<file path="src/design/fbac_pkg.sv">
/*
  Constants, state codes and register map of the frame buffer
  address counter. Assumes a single 100 MHz system clock.
*/
package fbac_pkg;
  localparam int ADDR_W     = 18;
  localparam int STAGE_W    = 9;
  localparam int SAMPLE_W   = 8;
  localparam int BLANK_LO_W = 4;
  localparam int BLANK_HI_W = 3;
  localparam int BLANK_W    = BLANK_LO_W + BLANK_HI_W;
  localparam int STATE_W    = 4;
  localparam int REG_AW     = 8;
  localparam int REG_DW     = 32;

  // Address counter terminal values and test preset
  localparam logic [ADDR_W-1:0]  FRAME_LAST_ADDR = 18'h3dd3b;
  localparam logic [STAGE_W-1:0] LOW_CARRY_AT    = 9'h1fe;
  localparam logic [ADDR_W-1:0]  PRESET_MASK     = 18'h3dd00;

  // Blank-level run counter
  localparam logic [BLANK_LO_W-1:0] BLANK_CARRY_AT = 4'he;
  localparam logic [BLANK_W-1:0]    BLANK_FOUND_AT = 7'h7f;

  // Register map
  localparam logic [REG_AW-1:0] REG_CTRL   = 8'h00;
  localparam logic [REG_AW-1:0] REG_STATUS = 8'h04;
  localparam logic [REG_AW-1:0] REG_ADDR   = 8'h08;
  localparam logic [REG_AW-1:0] REG_BLANK  = 8'h0c;
  localparam int   CTRL_CAPTURE_BIT = 0;
  localparam logic CTRL_RESET       = 1'b0;
  localparam int   STAT_STATE_LSB   = 0;
  localparam int   STAT_END_BIT     = 4;
  localparam int   STAT_VBLANK_BIT  = 5;

  typedef enum logic [STATE_W-1:0] {
    ST_IDLE      = 4'h1,
    ST_SYNC_WAIT = 4'h2,
    ST_SAMPLE    = 4'h4,
    ST_DISPLAY   = 4'h8
  } fbac_state_t;
endpackage : fbac_pkg

</file>
<file path="src/design/fbac_link_if.sv">
/*
  Signals shared by the address counter, the blank-level run
  counter and the control state machine. No clock inside.
*/
`timescale 1ns/100ps
`default_nettype none
interface fbac_link_if;
  import fbac_pkg::*;
  logic                addressAdvance;
  logic                vblankFound;
  logic                frameEndFlag;
  logic [STATE_W-1:0]  ctrlStateBits;
  logic [BLANK_W-1:0]  blankCount;
  modport ctrl  (output addressAdvance, output ctrlStateBits,
                 input vblankFound, input frameEndFlag);
  modport blank (output vblankFound, output blankCount);
  modport core  (input addressAdvance, input ctrlStateBits,
                 input vblankFound, input blankCount,
                 output frameEndFlag);
endinterface : fbac_link_if
`default_nettype wire

</file>
<file path="src/design/fbac_blank_run.sv">
/*
  Blank-level run counter: counts consecutive zero samples.
  Assumes samples are synchronous to clk_sys.
*/
`timescale 1ns/100ps
`default_nettype none
module fbac_blank_run
  import fbac_pkg::*;
(
  // Clock and reset
  input wire logic                clk_sys,
  input wire logic                arst_n,
  // Converter samples
  input wire logic [SAMPLE_W-1:0] videoSample,
  // Shared link
  fbac_link_if.blank              lnk
);
  logic [BLANK_LO_W-1:0] blankRunLow_reg;
  logic [BLANK_LO_W-1:0] blankRunLow_next;
  logic [BLANK_HI_W-1:0] blankRunHigh_reg;
  logic [BLANK_HI_W-1:0] blankRunHigh_next;
  logic                  blankLowCarry_reg;
  wire logic             sampleZero;

  assign sampleZero = (videoSample == '0);
  assign blankRunLow_next = sampleZero ?
    BLANK_LO_W'(blankRunLow_reg + 4'h1) : '0;
  assign blankRunHigh_next = !sampleZero ? '0 :
    blankLowCarry_reg ? BLANK_HI_W'(blankRunHigh_reg + 3'h1) :
    blankRunHigh_reg;

  always_ff @(posedge clk_sys or negedge arst_n) begin
    if (!arst_n) begin
      blankRunLow_reg   <= '0;
      blankRunHigh_reg  <= '0;
      blankLowCarry_reg <= 1'b0;
    end else begin
      blankRunLow_reg   <= blankRunLow_next;
      blankRunHigh_reg  <= blankRunHigh_next;
      blankLowCarry_reg <= (blankRunLow_reg == BLANK_CARRY_AT);
    end
  end

  assign lnk.blankCount  = {blankRunHigh_reg, blankRunLow_reg};
  assign lnk.vblankFound = (lnk.blankCount == BLANK_FOUND_AT);
endmodule : fbac_blank_run
`default_nettype wire

</file>
<file path="src/design/fbac_ctrl_fsm.sv">
/*
  Control state machine: idle, sync wait, sample, display.
  Assumes captureMode is synchronous to clk_sys.
*/
`timescale 1ns/100ps
`default_nettype none
module fbac_ctrl_fsm
  import fbac_pkg::*;
(
  // Clock and reset
  input wire logic  clk_sys,
  input wire logic  arst_n,
  // Mode request
  input wire logic  captureMode,
  // Memory and converter controls
  output logic      memWriteStrobe_n,
  output logic      memOutputStrobe_n,
  output logic      converterBufferOff,
  // Shared link
  fbac_link_if.ctrl lnk
);
  fbac_state_t state_reg;
  fbac_state_t state_next;

  always_comb begin
    state_next = state_reg;
    unique case (state_reg)
      ST_IDLE: if (captureMode) state_next = ST_SYNC_WAIT;
      ST_SYNC_WAIT: if (lnk.vblankFound) state_next = ST_SAMPLE;
      ST_SAMPLE: if (lnk.frameEndFlag) state_next = ST_DISPLAY;
      ST_DISPLAY: if (!captureMode) state_next = ST_IDLE;
      default: state_next = ST_IDLE;
    endcase
  end

  always_ff @(posedge clk_sys or negedge arst_n) begin
    if (!arst_n) state_reg <= ST_IDLE;
    else state_reg <= state_next;
  end

  // Decoded straight from the state, no output flops
  assign lnk.ctrlStateBits   = state_reg;
  assign lnk.addressAdvance  = (state_reg == ST_SAMPLE) ||
                               (state_reg == ST_DISPLAY);
  assign memWriteStrobe_n    = (state_reg != ST_SAMPLE);
  assign memOutputStrobe_n   = (state_reg != ST_DISPLAY);
  assign converterBufferOff  = (state_reg == ST_DISPLAY);
endmodule : fbac_ctrl_fsm
`default_nettype wire

</file>
<file path="src/design/fbac_addr_counter.sv">
/*
  Frame buffer address counter top: 18-bit sample address in two
  9-bit stages, end-of-frame flag, test preload, register port,
  blank-level run counter and control state machine.
  Assumes one 100 MHz clock and inputs synchronous to it.
*/
`timescale 1ns/100ps
`default_nettype none
// Functional notes
// - While advance is high the address steps by one each clock.
// - Address clears when advance is low or the last address passed.
// - Address is 18 bits in two cascaded 9-bit stages.
// - High stage steps only on low-stage carry, otherwise holds.
// - Every memory address bit comes straight from a flip-flop.
// - Memory strobes, buffer control, advance decode from state only.
// - Test preload input presets address bits on the clock edge.
// - Block takes the 8-bit converter sample bus as data input.
// - Blank run counter is 7 bits: 4-bit low, 3-bit high stage.
// - End-of-frame flag and stage carries are flip-flops.
// - End flag sets the clock after address equals the last address.
// - Low carry sets the clock after the low stage equals 510.
// - Preload forces address bits 17,16,15,14,12,11,10,8 high.
// - Advance high in sample and display, low in idle and sync wait.
module fbac_addr_counter
  import fbac_pkg::*;
(
  // Clock and reset
  input wire logic                clk_sys,
  input wire logic                arst_n,
  // Mode button and test preload
  input wire logic                captureMode,
  input wire logic                testPreload,
  // Converter samples
  input wire logic [SAMPLE_W-1:0] videoSample,
  // Register port
  input wire logic [REG_AW-1:0]   regAddr,
  input wire logic [REG_DW-1:0]   regWrData,
  input wire logic                regWrStb,
  input wire logic                regRdStb,
  output logic     [REG_DW-1:0]   regRdData,
  // Frame memory and converter
  output logic     [ADDR_W-1:0]   memAddr,
  output logic                    memWriteStrobe_n,
  output logic                    memOutputStrobe_n,
  output logic                    converterBufferOff,
  // Status pins
  output logic                    addressAdvance,
  output logic                    vblankFound,
  output logic                    frameEndFlag
);
  fbac_link_if lnk ();

  logic [STAGE_W-1:0] addrLowStage_reg;
  logic [STAGE_W-1:0] addrLowStage_next;
  logic [STAGE_W-1:0] addrHighStage_reg;
  logic [STAGE_W-1:0] addrHighStage_next;
  logic               addrLowCarry_reg;
  logic               frameEndFlag_reg;
  logic               swCapture_reg;
  logic [REG_DW-1:0]  regRdData_reg;
  logic [REG_DW-1:0]  regRdData_next;
  logic [REG_DW-1:0]  statusWord;

  wire logic               advanceRun;
  wire logic               captureEff;
  wire logic [ADDR_W-1:0]  fullAddr;
  wire logic [ADDR_W-1:0]  presetBits;
  wire logic [STAGE_W-1:0] lowStep;
  wire logic [STAGE_W-1:0] highStep;
  wire logic               wrCtrl;
  wire logic [REG_DW-1:0]  rdValue;

  function automatic logic regHit(
    input logic [REG_AW-1:0] addr,
    input logic [REG_AW-1:0] offset
  );
    return addr == offset;
  endfunction : regHit

  // Sub-blocks
  fbac_blank_run u_blank (
    .clk_sys     (clk_sys),
    .arst_n      (arst_n),
    .videoSample (videoSample),
    .lnk         (lnk.blank)
  );

  fbac_ctrl_fsm u_ctrl (
    .clk_sys            (clk_sys),
    .arst_n             (arst_n),
    .captureMode        (captureEff),
    .memWriteStrobe_n   (memWriteStrobe_n),
    .memOutputStrobe_n  (memOutputStrobe_n),
    .converterBufferOff (converterBufferOff),
    .lnk                (lnk.ctrl)
  );

  // Button or software request starts a capture
  assign captureEff = captureMode | swCapture_reg;

  // Counting is gated off for the one clock after frame end
  assign advanceRun = lnk.addressAdvance && !frameEndFlag_reg;
  assign fullAddr   = {addrHighStage_reg, addrLowStage_reg};
  assign presetBits = testPreload ? PRESET_MASK : '0;

  assign lowStep  = STAGE_W'(addrLowStage_reg + 9'h1);
  assign highStep = STAGE_W'(addrHighStage_reg + 9'h1);

  // Preset is ORed onto the counted value, as a synchronous set
  assign addrLowStage_next =
    (advanceRun ? lowStep : '0) |
    presetBits[STAGE_W-1:0];
  assign addrHighStage_next =
    (!advanceRun      ? '0 :
     addrLowCarry_reg ? highStep : addrHighStage_reg) |
    presetBits[ADDR_W-1:STAGE_W];

  always_ff @(posedge clk_sys or negedge arst_n) begin
    if (!arst_n) begin
      addrLowStage_reg  <= '0;
      addrHighStage_reg <= '0;
    end else begin
      addrLowStage_reg  <= addrLowStage_next;
      addrHighStage_reg <= addrHighStage_next;
    end
  end

  always_ff @(posedge clk_sys or negedge arst_n) begin
    if (!arst_n) begin
      addrLowCarry_reg <= 1'b0;
      frameEndFlag_reg <= 1'b0;
    end else begin
      addrLowCarry_reg <= (addrLowStage_reg == LOW_CARRY_AT);
      frameEndFlag_reg <= (fullAddr == FRAME_LAST_ADDR);
    end
  end

  assign lnk.frameEndFlag = frameEndFlag_reg;

  // Register port
  assign wrCtrl = regWrStb && regHit(regAddr, REG_CTRL);

  always_ff @(posedge clk_sys or negedge arst_n) begin
    if (!arst_n) swCapture_reg <= CTRL_RESET;
    else if (wrCtrl) swCapture_reg <= regWrData[CTRL_CAPTURE_BIT];
  end

  always_comb begin
    statusWord = '0;
    statusWord[STAT_STATE_LSB +: STATE_W] = lnk.ctrlStateBits;
    statusWord[STAT_END_BIT]              = frameEndFlag_reg;
    statusWord[STAT_VBLANK_BIT]           = lnk.vblankFound;
  end

  assign rdValue =
    regHit(regAddr, REG_CTRL)   ? REG_DW'(swCapture_reg) :
    regHit(regAddr, REG_STATUS) ? statusWord :
    regHit(regAddr, REG_ADDR)   ? REG_DW'(fullAddr) :
    regHit(regAddr, REG_BLANK)  ? REG_DW'(lnk.blankCount) :
    '0;
  assign regRdData_next = regRdStb ? rdValue : '0;

  always_ff @(posedge clk_sys or negedge arst_n) begin
    if (!arst_n) regRdData_reg <= '0;
    else regRdData_reg <= regRdData_next;
  end

  // Outputs
  assign regRdData          = regRdData_reg;
  assign memAddr            = fullAddr;
  assign frameEndFlag       = frameEndFlag_reg;
  assign addressAdvance     = lnk.addressAdvance;
  assign vblankFound        = lnk.vblankFound;
endmodule : fbac_addr_counter
`default_nettype wire

</file>
<file path="config.mk">
export PLATFORM = sky130hd
export DESIGN_NAME = fbac_addr_counter
export DESIGN_NICKNAME = d
export VERILOG_FILES = /design/src/design/fbac_pkg.sv /design/src/design/fbac_link_if.sv /design/src/design/fbac_blank_run.sv /design/src/design/fbac_ctrl_fsm.sv /design/src/design/fbac_addr_counter.sv
export SDC_FILE = /design/constraint.sdc
export NUM_CORES = 1
export LEC_CHECK = 0
export BUFFER_PORTS_ARGS = -buffer_cell sky130_fd_sc_hd__buf_2
export CAP_MARGIN = 5
export CORE_MARGIN = 8
export CORE_UTILIZATION = 45
export DETAILED_ROUTE_END_ITERATION = 8
export PLACE_DENSITY = 0.76
export SYNTH_ARGS = -nofsm -noshare
export SYNTH_HDL_FRONTEND = slang
export SYNTH_SLANG_ARGS = --single-unit
</file>
<file path="constraint.sdc">
create_clock -name clk_sys -period 1.7 [get_ports clk_sys]
set_input_delay 0.34 -clock clk_sys [delete_from_list [all_inputs] [get_ports clk_sys]]
set_output_delay 0.34 -clock clk_sys [all_outputs]
set_load 0.05 [all_outputs]
</file>
# Word-level counts from Yosys, hierarchy flattened
# Cells that the tools add are included.
[word_totals] wordCells=59 out_inout_bits=56 register_bits=65 in_bits=54
[op_classes] mux=17 bitwise=3 n_eq_ne=18 addsub=4 n_reduce_logical=7
[op_table] op="$mux 18" count=5
[op_table] op="$mux 9" count=3
[op_table] op="$mux 4" count=5
[op_table] op="$add 9x1->9 const B" count=2
[op_table] op="$eq 18x18->1 const B" count=1
[op_table] op="$or 9x9->9" count=2
[op_table] op="$eq 8x4->1 const B" count=2
[op_table] op="$logic_not 8->1" count=2
[op_table] op="$pmux 4 s4" count=1
[op_table] op="$eq 9x9->1 const B" count=1
[op_table] op="$eq 4x4->1 const B" count=2
[op_table] op="$eq 8x3->1 const B" count=1
[op_table] op="$eq 7x7->1 const B" count=1
[op_table] op="$mux 7" count=1
[op_table] op="$mux 3" count=2
[op_table] op="$ne 2x2->1 const B" count=3
[op_table] op="$add 4x1->4 const B" count=1
[op_table] op="$eq 4x1->1 const B" count=1
[op_table] op="$eq 4x2->1 const B" count=1
[op_table] op="$eq 4x3->1 const B" count=1
[op_table] op="$ne 2x1->1 const B" count=2
[op_table] op="$ne 4x3->1 const B" count=1
[op_table] op="$ne 4x4->1 const B" count=1
[op_table] op="$reduce_and 4->1" count=1
[op_table] op="5 further kinds" count=6

# Longest topological paths before layout
[logic_depth] word_depth=6 ltp_mapped=5 mapped_depth_nobuf=5

# Modules after synthesis
# Synthesis repeated with hierarchy kept, for this count alone.
[hier_totals] cells_unflattened=232 hier_area_um2=2506.2
[by_module_without_submodules] module="fbac_addr_counter" n_inst=1 seq_area_each_um2=975.9 cells_each=173 area_each_um2=1904.3
[by_module_without_submodules] module="fbac_blank_run" n_inst=1 seq_area_each_um2=200.2 cells_each=31 area_each_um2=362.8
[by_module_without_submodules] module="fbac_ctrl_fsm" n_inst=1 seq_area_each_um2=101.3 cells_each=28 area_each_um2=239.0

# Least setup slack after synthesis
# No wires, ideal clock.
[synth_path] path_kind="flip-flop to output port" start="register u_ctrl.state_reg[0] (netlist: u_ctrl.lnk.ctrlStateBits[0])" end="output converterBufferOff" n_path_buf=1 t_arrival_ps=1524 path_stages_with_launch=5 required_time_ps=1360 path_slack_ps=-164 cell_sequence="dfstp_2 -> buf_6 -> nor2_1 -> nand2_1 -> inv_1"
[synth_via] elab_chain_len=1
[synth_lines] item="start: declaration" line="fbac_ctrl_fsm.sv:22" rtl="fbac_state_t state_reg;"
[synth_lines] item="start signal: assignment" line="fbac_ctrl_fsm.sv:38" rtl="else state_reg <= state_next;"
[synth_lines] item="$eq 4x4->1" line="fbac_ctrl_fsm.sv:47" rtl="assign converterBufferOff = (state_reg == ST_DISPLAY);"
[synth_lines] item="end: declaration" line="fbac_addr_counter.sv:45" rtl="output logic converterBufferOff,"
# No other way between the ends.

# Worst setup path after layout
[layout_path] start="register u_ctrl.state_reg[3] (netlist: u_ctrl.lnk.ctrlStateBits[3])" end="output memWriteStrobe_n"
[layout_via] elab_chain_len=1
[layout_lines] item="$ne 4x3->1" line="fbac_ctrl_fsm.sv:45" rtl="assign memWriteStrobe_n = (state_reg != ST_SAMPLE);"
[layout_lines] item="end: declaration" line="fbac_addr_counter.sv:43" rtl="output logic memWriteStrobe_n,"
# No other way between the ends.

==> results.ini <==
[outcome]
outcome=finished with violations
violations=setup timing

[logic_synthesis]
syn-cell-area_um2=2510
synth-warning-count=0
synth-compound-area-share_pct=7.46
yosys.area.top_type=dfrtp_1
synth_flop_cell=dfrtp_1
yosysMostFrequentCell=dfrtp_1
synthSimpleGateAreaFrac_pct=22.5
synth_top_cells_by_area=dfrtp_1, buf_4, nor2_1, ha_1, and2_1
synth-edff-count=0
synth-seq-area-share_pct=50.8
yosys.area.top_type_share_pct=49.8
async_reset_ff_share_pct=100
synth_fa_ha_area_share_pct=3.48
synth_seq_cells=51
synth_cells=239
ys_top_cells_by_count=dfrtp_1, nor2_1, buf_4, and2_1
ys_types=44
synth_xor_area_share_pct=3.83
synthMuxAreaShare_pct=5.32
synth_top_family_by_area=simple AND/OR/NAND/NOR gates
syn_area_per_cell_um2=10.5

[setup_path]
cp.depth=2
crit_family=simple AND/OR/NAND/NOR gates
endpoint_kind=output port
slowest_stage=or4b_4
r2r_start=u_ctrl.lnk.ctrlStateBits[1]
worst_r2r_endpoint=addrHighStage_reg[7]
ff2ff_setup_slack_ns=-0.06
cp-start-kind=register
worst-path-buf-inv=1
crit_chain=or4b_4 -> buf_6
r2r_cells=4
path_max_fanout=3
required_ns=1.36
arrival_ns=1.44
criticalPathCategory=reg2out
cpPeakStageDelay_ns=0.55

[detailed_routing]
wl_per_cell_um=15.6
route.detailed.drc=0
postRouteAntennaNets=0
dr_total_vias=2122
drt_pass1_iterations=5
routed_wl_um=6260
drtIter0Drc=125
viasPerCell=5.29

[timing]
setup_violations=4
timing.final.hold_violations=0
clock_skew_ns=0.00861
period_minus_slack_ns=1.78
rsz0062_at_grt=true
tns_ns=-0.216
slew_viol_final=0
fin_crit_sh_pct=105
worst_slack_ns=-0.0777
fmax_mhz=563

[power]
ir_drop_uv=463
intPower_mw=1.90
clkPwrFrac_pct=33.3
p_per_area_nw_per_um2=806
p_sw_mw=0.709
seqPwrFrac_pct=50.0
p_comb_share_pct=16.7
power_mw=2.61
sw_frac_of_total_pct=27.2
power_leakage_nw=1.53

[floorplanning]
rows=27
die_h_um=90.8
dieWidth_um=90.8
dieArea_um2=8240
core_area_um2=5440
design.portCount=110
initial_utilization_pct=46.2

[cts]
path_clk_slew_ns=0.09
cts_buffers=5
cts_sinks=51
cts-root-buf=clkbuf_8
h-tree-depth=2
cts.path.max_buffers=2
tritoncts=yes
clk_latency_ns=0.30

[cells_and_area]
drive_gt1_share_pct=34.7
post_layout_nonfiller_instances=401
fin_nets=389
fin_util_pct=59.4
largest_register_ffs=18
area_delta_synth_final_pct=28.6
n_antenna_cell=0

[placed_design]
globalplace.congestion=0.819
dp_hpwl_um=4690
pre_cts_ws_ns=0.0230
dp.cells=384
portBuffers=64

[worst_hold_path]
hold_path_class=in2async

[global_route]
grt_overflow=0
grt_pass1_wl_um=10300
antenna_found_initial=0
grt_usage_pct=15.3
grt_max_degree=52
first_global_vias=2098

[flow_run]
drv_cap=0

==> worst max-delay path by stage <==
stage                                      from                    to  slack [ns]
finish              u_ctrl.lnk.ctrlStateBits[3]      memWriteStrobe_n       -0.08
global route        u_ctrl.lnk.ctrlStateBits[3]      memWriteStrobe_n       -0.11
CTS                 u_ctrl.lnk.ctrlStateBits[3]      memWriteStrobe_n       -0.09
detailed placement                   regAddr[5]         regRdData[13]        0.02
global placement                     regAddr[5]         regRdData[13]        0.06
floorplan                  addrHighStage_reg[2]  addrHighStage_reg[8]       0.006
==> through the flow <==
| stage | cell area [um^2] | hold WS (ns) |
|---|---|---|
| after floorplan | 2580 | 0.0444 |
| after CTS | 3200 | 0.0173 |
| final | 3230 | 0.00733 |
| after detailed placement | 2980 | 0.351 |
| after global placement | 2980 | 0.349 |
| after global routing | 3230 | 0.0173 |
==> power by group through the flow <==
stage | clock network [mW] | logic (mW) | registers [mW]
6_report | 0.866 | 0.436 | 1.30
5_1_grt | 0.938 | 0.469 | 1.31
4_1_cts | 0.887 | 0.429 | 1.30
3_5_place_dp | 0 | 0.373 | 1.34
3_3_place_gp | 0 | 0.365 | 1.33
2_1_floorplan | 0 | 0.246 | 1.35
==> layer usage <==
layer  part of all wire [%]  GRT usage, %  wire length, um
met1                     42          19.4             2650
met3                    5.7          3.82              358
met4                    1.1          4.72               70
met2                     51          25.0             3180
met5                      0             0                0
==> cells by family after synthesis <==
logic type,count (synthesis)
and+or+nand+nor,101
DFF,51
adders and majority gates,7
muxes,11
buffers and inverters,26
xor gates and xnor gates,11
AOI/OAI and AO/OA,31
other,1
==> cell type report <==
| class | instances | area [um^2] |
|---|---|---|
| repair buffers | 88 | 544 |
| flip-flops and latches | 51 | 1280 |
| clock inverters | 2 | 35.0 |
| clock buffers | 6 | 82.6 |
| multi-input cells | 175 | 1170 |
| fillers | 464 | 2210 |
| well taps | 72 | 90.1 |
| inverters | 7 | 30.0 |
==> repair_timing <==
item,in CTS,in global routing
resized for setup,15,4
buffers inserted,7,2
hold buffers,0,0
pin swaps,1,1
endpoints found under the setup margin,5,11
==> cell usage in the layout, fill, tap and decap left out, types with 6 or more instances in the layout <==
| master | count |
|---|---|
| nand2_1 | 10 |
| clkbuf_8 | 6 |
| or3_1 | 6 |
| and2_1 | 13 |
| xor2_1 | 7 |
| nand4_1 | 11 |
| dfrtp_2 | 6 |
| o21ai_0 | 7 |
| dfrtp_1 | 44 |
| conb_1 | 14 |
| nor2_1 | 25 |
| nand3_1 | 6 |
| inv_1 | 6 |
| buf_2 | 59 |
| buf_4 | 24 |
(Power assumes the default switching activity.)
